`src/include/tecc_pkg.sv`:
```
`default_nettype none
package tecc_pkg;
    // ------------------------------------------------------------
    // Widths and counts
    // ------------------------------------------------------------
    localparam int COUNT_WIDTH = 40;
    localparam int BYTE_COUNT = 5;
    localparam int PRESCALE_WIDTH = 5;
    localparam int PIN_FUNC_WIDTH = 8;

    // Counter clock dividers on the two VCO clocks
    localparam logic [4:0] RESONATOR_DIV = 5'h08;
    localparam logic [4:0] LC_DIV = 5'h14;

    // Function code that makes the pin the capture trigger
    localparam logic [7:0] PIN_FUNC_CAPTURE = 8'h27;

    // Byte index of the captured count, low byte first
    localparam logic [2:0] BYTE_IDX_LSB = 3'h0;
    localparam logic [2:0] BYTE_IDX_MSB = 3'h4;

    // Setting encodings
    localparam logic VCO_SEL_RESONATOR = 1'b0;
    localparam logic VCO_SEL_LC = 1'b1;
    localparam logic TRIG_SEL_SPI = 1'b0;
    localparam logic TRIG_SEL_PIN = 1'b1;

    // Reset values
    localparam logic [39:0] COUNT_RESET = 40'h00_0000_0000;
    localparam logic [7:0] READ_DATA_RESET = 8'h00;

    // Configuration bits from the register space
    typedef struct packed {
        logic counterEnableBit;
        logic counterClearBit;
        logic counterVcoSelect;
        logic captureTriggerSelect;
    } tecc_cfg_type;

    // One byte read of the captured count
    typedef struct packed {
        logic strobe;
        logic [2:0] byteIdx;
    } tecc_read_type;
endpackage : tecc_pkg
`default_nettype wire

```
`src/hw/tecc_elapsed_time_counter.sv`:
```
// Overview of operation
// - Accepted trigger copies the counter into the 40-bit captured count.
// - Counter advances on resonator VCO divided by eight or LC VCO by twenty.
// - VCO select 0 picks resonator PLL, 1 picks LC PLL.
// - Trigger select 1 uses the pin, 0 uses SPI select falling edge.
// - Enable bit 0 holds counter at zero; 1 lets it count.
// - Counter increments continuously and wraps from all ones to zero.
// - SPI select falling edge captures while enabled, selected and armed.
// - Select edges ignored after a transaction reading MSB, until LSB read.
// - One burst may capture then re-arm, if it reads the LSB after the MSB.
// - Pin with function code 0x27 triggers capture on its configured edge.
// - After a pin capture, further pin edges ignored until LSB read.
// - Polarity invert chooses rising or falling pin edges as triggers.
// - Captured count readable as five byte-wide registers.
// - VCO select also steers validation VCO; a change flags disturbance.
// - Clear bit at 0 leaves the counter in normal operation.
`default_nettype none
module tecc_elapsed_time_counter #(
    parameter logic [4:0] RESONATOR_DIVIDE = tecc_pkg::RESONATOR_DIV,
    parameter logic [4:0] LC_DIVIDE = tecc_pkg::LC_DIV
) (
    // Clock, reset and enable
    input wire logic clk,
    input wire logic rst_n,
    input wire logic clkEn,
    // Configuration bits
    input wire tecc_pkg::tecc_cfg_type cfg,
    // VCO clock ticks, one cycle per VCO edge
    input wire logic resonatorVcoTick,
    input wire logic lcVcoTick,
    // Trigger pin and its configuration
    input wire logic pinIn,
    input wire logic [tecc_pkg::PIN_FUNC_WIDTH-1:0] pinFunctionSelect,
    input wire logic pinPolarityInvert,
    // SPI select and byte reads of the captured count
    input wire logic spiSelectPin_n,
    input wire tecc_pkg::tecc_read_type readReq,
    // Read answer
    output logic [7:0] readData,
    output logic readValid,
    // Captured count and status
    output logic [tecc_pkg::COUNT_WIDTH-1:0] capturedCount,
    output logic captureArmed,
    output logic capturePulse,
    // Reference validation VCO steering
    output logic validationVcoSelect,
    output logic validationDisturb
);
    import tecc_pkg::*;

    // ------------------------------------------------------------
    // Declarations
    // ------------------------------------------------------------
    logic [PRESCALE_WIDTH-1:0] prescale_r;
    logic [COUNT_WIDTH-1:0] count_r;
    logic [COUNT_WIDTH-1:0] captured_r;
    logic pinPrev_r;
    logic spiPrev_r;
    logic spiLocked_r;
    logic pinLocked_r;
    logic msbSeen_r;
    logic [7:0] readData_r;
    logic readValid_r;
    logic capturePulse_r;
    logic vcoSel_r;
    logic disturb_r;
    logic vcoTick;
    logic [PRESCALE_WIDTH-1:0] divLast;
    logic countTick;
    logic pinLevel;
    logic pinEdge;
    logic pinIsTrigger;
    logic spiFall;
    logic spiRise;
    logic spiCapture;
    logic pinCapture;
    logic doCapture;
    logic lsbRead;
    logic msbRead;

    // Byte select of the captured count
    function automatic logic [7:0] pickByte(
        input logic [COUNT_WIDTH-1:0] value,
        input logic [2:0] idx
    );
        logic [7:0] b;
        b = 8'h00;
        for (int i = 0; i < BYTE_COUNT; i++) begin
            if (idx == 3'(i)) begin
                b = value[8*i +: 8];
            end
        end
        return b;
    endfunction

    // Trigger source decode, shared by capture and arming
    function automatic logic pinSourced(input tecc_cfg_type c);
        return c.captureTriggerSelect == TRIG_SEL_PIN;
    endfunction

    // ------------------------------------------------------------
    // Counter clock
    // ------------------------------------------------------------
    // source select
    assign vcoTick = (cfg.counterVcoSelect == VCO_SEL_LC) ?
                     lcVcoTick : resonatorVcoTick;
    assign divLast = (cfg.counterVcoSelect == VCO_SEL_LC) ?
                     (LC_DIVIDE - 5'h01) : (RESONATOR_DIVIDE - 5'h01);
    // Tick that advances the counter, one per divided period
    assign countTick = vcoTick && (prescale_r >= divLast);

    // Prescaler on the chosen VCO
    // Keeps its phase across a source change, so one period may run short
    always_ff @(posedge clk) begin
        if (!rst_n) begin
            prescale_r <= '0;
        end else if (clkEn) begin
            if (!cfg.counterEnableBit) begin
                prescale_r <= '0;
            end else if (countTick) begin
                prescale_r <= '0;
            end else if (vcoTick) begin
                prescale_r <= prescale_r + 5'h01;
            end
        end
    end

    // ------------------------------------------------------------
    // Elapsed time counter
    // ------------------------------------------------------------
    always_ff @(posedge clk) begin
        if (!rst_n) begin
            count_r <= COUNT_RESET;
        end else if (clkEn) begin
            if (!cfg.counterEnableBit) begin
                count_r <= COUNT_RESET;
            end else if (cfg.counterClearBit) begin
                count_r <= COUNT_RESET;
            end else if (countTick) begin
                count_r <= count_r + 40'h00_0000_0001;
            end
        end
    end

    // ------------------------------------------------------------
    // Trigger detection
    // ------------------------------------------------------------
    // polarity invert turns falling into rising
    assign pinLevel = pinIn ^ pinPolarityInvert;
    assign pinEdge = pinLevel && !pinPrev_r;
    // pin acts as trigger only with its function code
    assign pinIsTrigger = (pinFunctionSelect == PIN_FUNC_CAPTURE);
    // Select edges against the previous sample
    assign spiFall = spiPrev_r && !spiSelectPin_n;
    assign spiRise = !spiPrev_r && spiSelectPin_n;

    // Edge history of the pins
    always_ff @(posedge clk) begin
        if (!rst_n) begin
            pinPrev_r <= 1'b0;
            spiPrev_r <= 1'b1;
        end else if (clkEn) begin
            pinPrev_r <= pinLevel;
            spiPrev_r <= spiSelectPin_n;
        end
    end

    // Byte reads that steer arming
    assign lsbRead = readReq.strobe && (readReq.byteIdx == BYTE_IDX_LSB);
    assign msbRead = readReq.strobe && (readReq.byteIdx == BYTE_IDX_MSB);

    // select falling edge captures while armed
    assign spiCapture = cfg.counterEnableBit &&
                        !pinSourced(cfg) &&
                        spiFall && !spiLocked_r;
    assign pinCapture = cfg.counterEnableBit &&
                        pinSourced(cfg) &&
                        pinIsTrigger && pinEdge && !pinLocked_r;
    assign doCapture = spiCapture || pinCapture;

    // ------------------------------------------------------------
    // Capture and arming
    // ------------------------------------------------------------
    always_ff @(posedge clk) begin
        if (!rst_n) begin
            captured_r <= COUNT_RESET;
        end else if (clkEn) begin
            // all 40 bits taken in one edge
            if (doCapture) begin
                captured_r <= count_r;
            end
        end
    end

    // MSB read seen within the current transaction
    always_ff @(posedge clk) begin
        if (!rst_n) begin
            msbSeen_r <= 1'b0;
        end else if (clkEn) begin
            // a later LSB read in the same burst re-arms
            if (msbRead) begin
                msbSeen_r <= 1'b1;
            end else if (lsbRead || spiRise) begin
                msbSeen_r <= 1'b0;
            end
        end
    end

    // SPI lockout, set at transaction end, cleared by LSB read
    // Deciding at select rise keeps an MSB-then-LSB burst armed
    always_ff @(posedge clk) begin
        if (!rst_n) begin
            spiLocked_r <= 1'b0;
        end else if (clkEn) begin
            // lock after transaction that read the MSB
            if (spiRise && (msbSeen_r || msbRead) && !lsbRead) begin
                spiLocked_r <= 1'b1;
            end else if (lsbRead) begin
                spiLocked_r <= 1'b0;
            end
        end
    end

    // Pin lockout, set by capture, cleared by LSB read
    always_ff @(posedge clk) begin
        if (!rst_n) begin
            pinLocked_r <= 1'b0;
        end else if (clkEn) begin
            if (pinCapture) begin
                pinLocked_r <= 1'b1;
            end else if (lsbRead) begin
                pinLocked_r <= 1'b0;
            end
        end
    end

    // ------------------------------------------------------------
    // Byte read path
    // ------------------------------------------------------------
    // Reads see the count held before a same-edge capture
    always_ff @(posedge clk) begin
        if (!rst_n) begin
            readData_r <= READ_DATA_RESET;
            readValid_r <= 1'b0;
        end else if (clkEn) begin
            readValid_r <= readReq.strobe;
            if (readReq.strobe) begin
                readData_r <= pickByte(captured_r, readReq.byteIdx);
            end
        end
    end

    // ------------------------------------------------------------
    // Capture event pulse
    // ------------------------------------------------------------
    // One cycle, the cycle after the capturing edge
    always_ff @(posedge clk) begin
        if (!rst_n) begin
            capturePulse_r <= 1'b0;
        end else if (clkEn) begin
            capturePulse_r <= doCapture;
        end
    end

    // ------------------------------------------------------------
    // Validation VCO steering
    // ------------------------------------------------------------
    always_ff @(posedge clk) begin
        if (!rst_n) begin
            vcoSel_r <= VCO_SEL_RESONATOR;
            disturb_r <= 1'b0;
        end else if (clkEn) begin
            // shared select, change flagged one cycle
            vcoSel_r <= cfg.counterVcoSelect;
            disturb_r <= (vcoSel_r != cfg.counterVcoSelect);
        end
    end

    // ------------------------------------------------------------
    // Outputs
    // ------------------------------------------------------------
    // Registered values straight out
    assign readData = readData_r;
    assign readValid = readValid_r;
    assign capturedCount = captured_r;
    assign capturePulse = capturePulse_r;
    // Armed reflects the lock of the source now selected
    assign captureArmed = pinSourced(cfg) ? !pinLocked_r : !spiLocked_r;
    assign validationVcoSelect = vcoSel_r;
    assign validationDisturb = disturb_r;
endmodule : tecc_elapsed_time_counter
`default_nettype wire

```
`config.mk`:
```
export PLATFORM = sky130hd
export DESIGN_NAME = tecc_elapsed_time_counter
export DESIGN_NICKNAME = d
export VERILOG_FILES = /design/src/include/tecc_pkg.sv /design/src/hw/tecc_elapsed_time_counter.sv
export SDC_FILE = /design/constraint.sdc
export NUM_CORES = 1
export LEC_CHECK = 0
export BUFFER_PORTS_ARGS = -buffer_cell sky130_fd_sc_hd__buf_2
export CORE_MARGIN = 2
export CORE_UTILIZATION = 56
export CTS_CLUSTER_SIZE = 14
export DETAILED_ROUTE_END_ITERATION = 8
export GPL_ROUTABILITY_DRIVEN = 0
export PLACE_DENSITY = 0.81
export SETUP_SLACK_MARGIN = 0.3
export SKIP_LAST_GASP = 1
export SYNTH_ARGS = -nofsm -noshare
export SYNTH_HDL_FRONTEND = slang
export SYNTH_SLANG_ARGS = --single-unit
```
`constraint.sdc`:
```
create_clock -name clk -period 2.8 [get_ports clk]
set_input_delay 0.14 -clock clk [delete_from_list [all_inputs] [get_ports clk]]
set_output_delay 0.14 -clock clk [all_outputs]
set_load 0.005 [all_outputs]
```
==> results.sh <==
export IMPL_port_buffers=76
export IMPL_synthTopCellsByArea="dfxtp_1 (43%), mux2i_1 (9.8%), nor2b_1 (5.9%), a21oi_1 (4.7%), or4_1 (3.6%)"
export IMPL_async_reset_ff_share_pct=0
export IMPL_yosys_area_top_type="dfxtp_1"
export IMPL_p_clk_share_pct=36.3
export IMPL_path_class="reg2reg"
export IMPL_synthToLayoutAreaGrowth_pct=14.0
export IMPL_grt_pass1_vias=3940
export IMPL_drc=0
export IMPL_max_clock_path_buffers=2
export IMPL_grt_max_degree=61
export IMPL_finalWirelength_mm=12.4
export IMPL_final_max_slew_viol_count=0
export IMPL_layout_common_cells="dfxtp_1 (101), buf_2 (76), mux2i_1 (47)"
export IMPL_grt_setup_unrepaired="true"
export IMPL_gr_total_overflow=0
export IMPL_design_die_area_um2=9340
export IMPL_nets=631
export IMPL_place_area_um2=5270
export IMPL_synthCells=538
export IMPL_die_y_um=96.6
export IMPL_power_leakage_nw=1.91
export IMPL_synth_edff_count=0
export IMPL_fmax_mhz=412
export IMPL_cts_tree="yes"
export IMPL_hold_viol_final=0
export IMPL_fin_worst_skew_ps=11.7
export IMPL_power_frac_seq_pct=57.6
export IMPL_min_from="spiSelectPin_n"
export IMPL_ant_nets=0
export IMPL_grt_total_usage_pct=26.5
export IMPL_coreArea_um2=8260
export IMPL_ys_flop_type="dfxtp_1"
export IMPL_mostFrequentLayoutCell="dfxtp_1"
export IMPL_p_per_area_nw_per_um2=467
export IMPL_finalCritPeriodShare_pct=86.7
export IMPL_fin_setup_tns_ps=0
export IMPL_min_delay_path_depth=3
export IMPL_drtPass1Iterations=5
export IMPL_reg2regPathDepth=5
export IMPL_grt_pass1_wl_mm=20.2
export IMPL_wl_per_cell_um=17.4
export IMPL_end_kind="register"
export IMPL_cts_root_buffer="clkbuf_8"
export IMPL_p_switching_mw=0.596
export IMPL_synthDistinctLibCells=43
export IMPL_rows=33
export IMPL_yosysSeqAreaShare_pct=42.5
export IMPL_intPower_mw=1.96
export IMPL_worstHoldPathType="in2reg"
export IMPL_worst_pin_slew_ps=968
export IMPL_hold_end="spiPrev_r$_SDFFE_PN1P_"
export IMPL_max_vdd_ir_drop_mv=0.344
export IMPL_clkTransAtPathRegs_ps=100
export IMPL_synth_fp_nets=566
export IMPL_pwr_share_comb_pct=6.1
export IMPL_ys_ff_latch=102
export IMPL_clock_sinks=102
export IMPL_drive_gt1_share_pct=18.1
export IMPL_clk_latency_ps=370
export IMPL_viasPerCell=6.06
export IMPL_swShare_pct=23.3
export IMPL_yosysTopAreaCellShare_pct=42.5
export IMPL_first_iter_violations=313
export IMPL_worst_setup_path_start_kind="register"
export IMPL_postCtsHoldBufs=0
export IMPL_arrival_ps=2720
export IMPL_status="complete, no violations"
export IMPL_critPathMaxFanout=24
export IMPL_finalCriticalPeriod_ps=2430
export IMPL_die_x_um=96.6
export IMPL_hpwlAfterDp_mm=8.63
export IMPL_cts_buffers=9
export IMPL_synth_warnings=0
export IMPL_r2r_start="count_r[2]$_SDFFE_PN0P_"
export IMPL_vias=4319
export IMPL_htreeDepth=3
export IMPL_maxCapViolations=0
export IMPL_setup_viol=0
export IMPL_grt_antenna_before_repair=1
export IMPL_required_ps=3090
export IMPL_crit_reg2reg_capture="count_r[37]$_SDFFE_PN0P_"
export IMPL_synthesis_area_um2=4800
export IMPL_slew_headroom_pct=35.5
export IMPL_final_area_um2=5480
export IMPL_synth_area_per_cell_um2=8.93
export IMPL_r2r_slack_ps=370
export IMPL_ios=77
export IMPL_start_util_pct=58.2
==> how the worst max path moves through the flow <==
| stage | cells past startpoint | slack (ps) | from | end |
|---|---|---|---|---|
| CTS | 5 | 320 | count_r[3]$_SDFFE_PN0P_ | count_r[37]$_SDFFE_PN0P_ |
| floorplan | 7 | 570 | count_r[3]$_SDFFE_PN0P_ | count_r[37]$_SDFFE_PN0P_ |
| global route | 5 | 290 | count_r[2]$_SDFFE_PN0P_ | count_r[27]$_SDFFE_PN0P_ |
| finish | 5 | 370 | count_r[2]$_SDFFE_PN0P_ | count_r[37]$_SDFFE_PN0P_ |
| detailed placement | 5 | 440 | count_r[3]$_SDFFE_PN0P_ | count_r[26]$_SDFFE_PN0P_ |
| global placement | 5 | 530 | count_r[3]$_SDFFE_PN0P_ | count_r[23]$_SDFFE_PN0P_ |
==> stage by stage <==
step           std cells  power [mW]  hold WS [ps]  util [%]  setup WS (ps)
6_report             713        2.55          56.2      66.3            373
5_1_grt              712        2.65          74.9      66.3            290
4_1_cts              712        2.57          55.5      66.1            317
3_5_place_dp         697        1.66           439      63.8            438
3_3_place_gp         697        1.65           426      63.8            530
2_1_floorplan        538        1.60           305         -            571
==> cells in the mapped netlist (all sizes together), types with 4 or more instances <==
library cell / number
mux2i: 47
clkbuf: 21
nand2: 35
buf: 8
o21ai: 27
a221oi: 4
or3: 17
o31ai: 22
o211ai: 8
a22oi: 4
nor3: 8
nor2: 21
xor2: 5
a21oi: 45
dfxtp: 102
nor2b: 45
or4: 23
mux2: 5
xnor2: 4
nand3: 21
and2: 5
inv: 13
a21boi: 7
o211a: 6
ha: 4
nand4: 12
==> flip-flops by register name, indices dropped and copies added (netlist names) <==
signal and flops:
pinPrev_r 1, capturedCount 40, msbSeen_r 1, spiLocked_r 1, readValid 1, prescale_r 5
readData 8, pinLocked_r 1, capturePulse 1, validationDisturb 1, count_r 40, validationVcoSelect 1
spiPrev_r 1
==> logic make-up after synthesis <==
| logic type | synth area share, % |
|---|---|
| compound gates | 16.4 |
| xor+xnor | 1.64 |
| fa+ha+maj | 1.04 |
| buf+inv | 3.57 |
| flops | 42.5 |
| mux | 11.0 |
| simple gates | 23.9 |
==> worst max-delay path, cell delays in order (launching register included) <==
cell	delay, ps
dfxtp_1	440
nand4_2	210
or3_4	460
or3_4	500
or4_1	550
a21oi_1	180
==> per-layer routing <==
layer,track usage (%),vias to the layer above,part of all wire [%]
li1,-,2104,-
met1,36.1,2050,43
met2,42.7,151,48
met3,6.43,14,7.3
met4,6.28,0,1.3
met5,0,-,0
==> power by group through the flow <==
stage	sequential [mW]	combinational [mW]	clock, mW
floorplan	1.50	0.100	0
global placement	1.50	0.151	0
detailed placement	1.50	0.154	0
CTS	1.47	0.155	0.942
global route	1.47	0.172	1.00
finish	1.47	0.157	0.927
==> layout make-up <==
type	count	area [um^2]
Clock buffer	12	145
Clock inverter	3	45.0
Timing Repair Buffer	83	445
Antenna cell	1	2.50
Multi-Input combinational cell	394	2610
Inverter	13	48.8
Tap cell	105	131
Fill cell	697	2780
Sequential cell	102	2040
==> timing repair <==
| item | in CTS | in global routing |
|---|---|---|
| gates resized for setup | 0 | 3 |
| endpoints found under the setup margin | 0 | 16 |
| setup buffers | 0 | 0 |
Power figures use the tool's default switching activity.
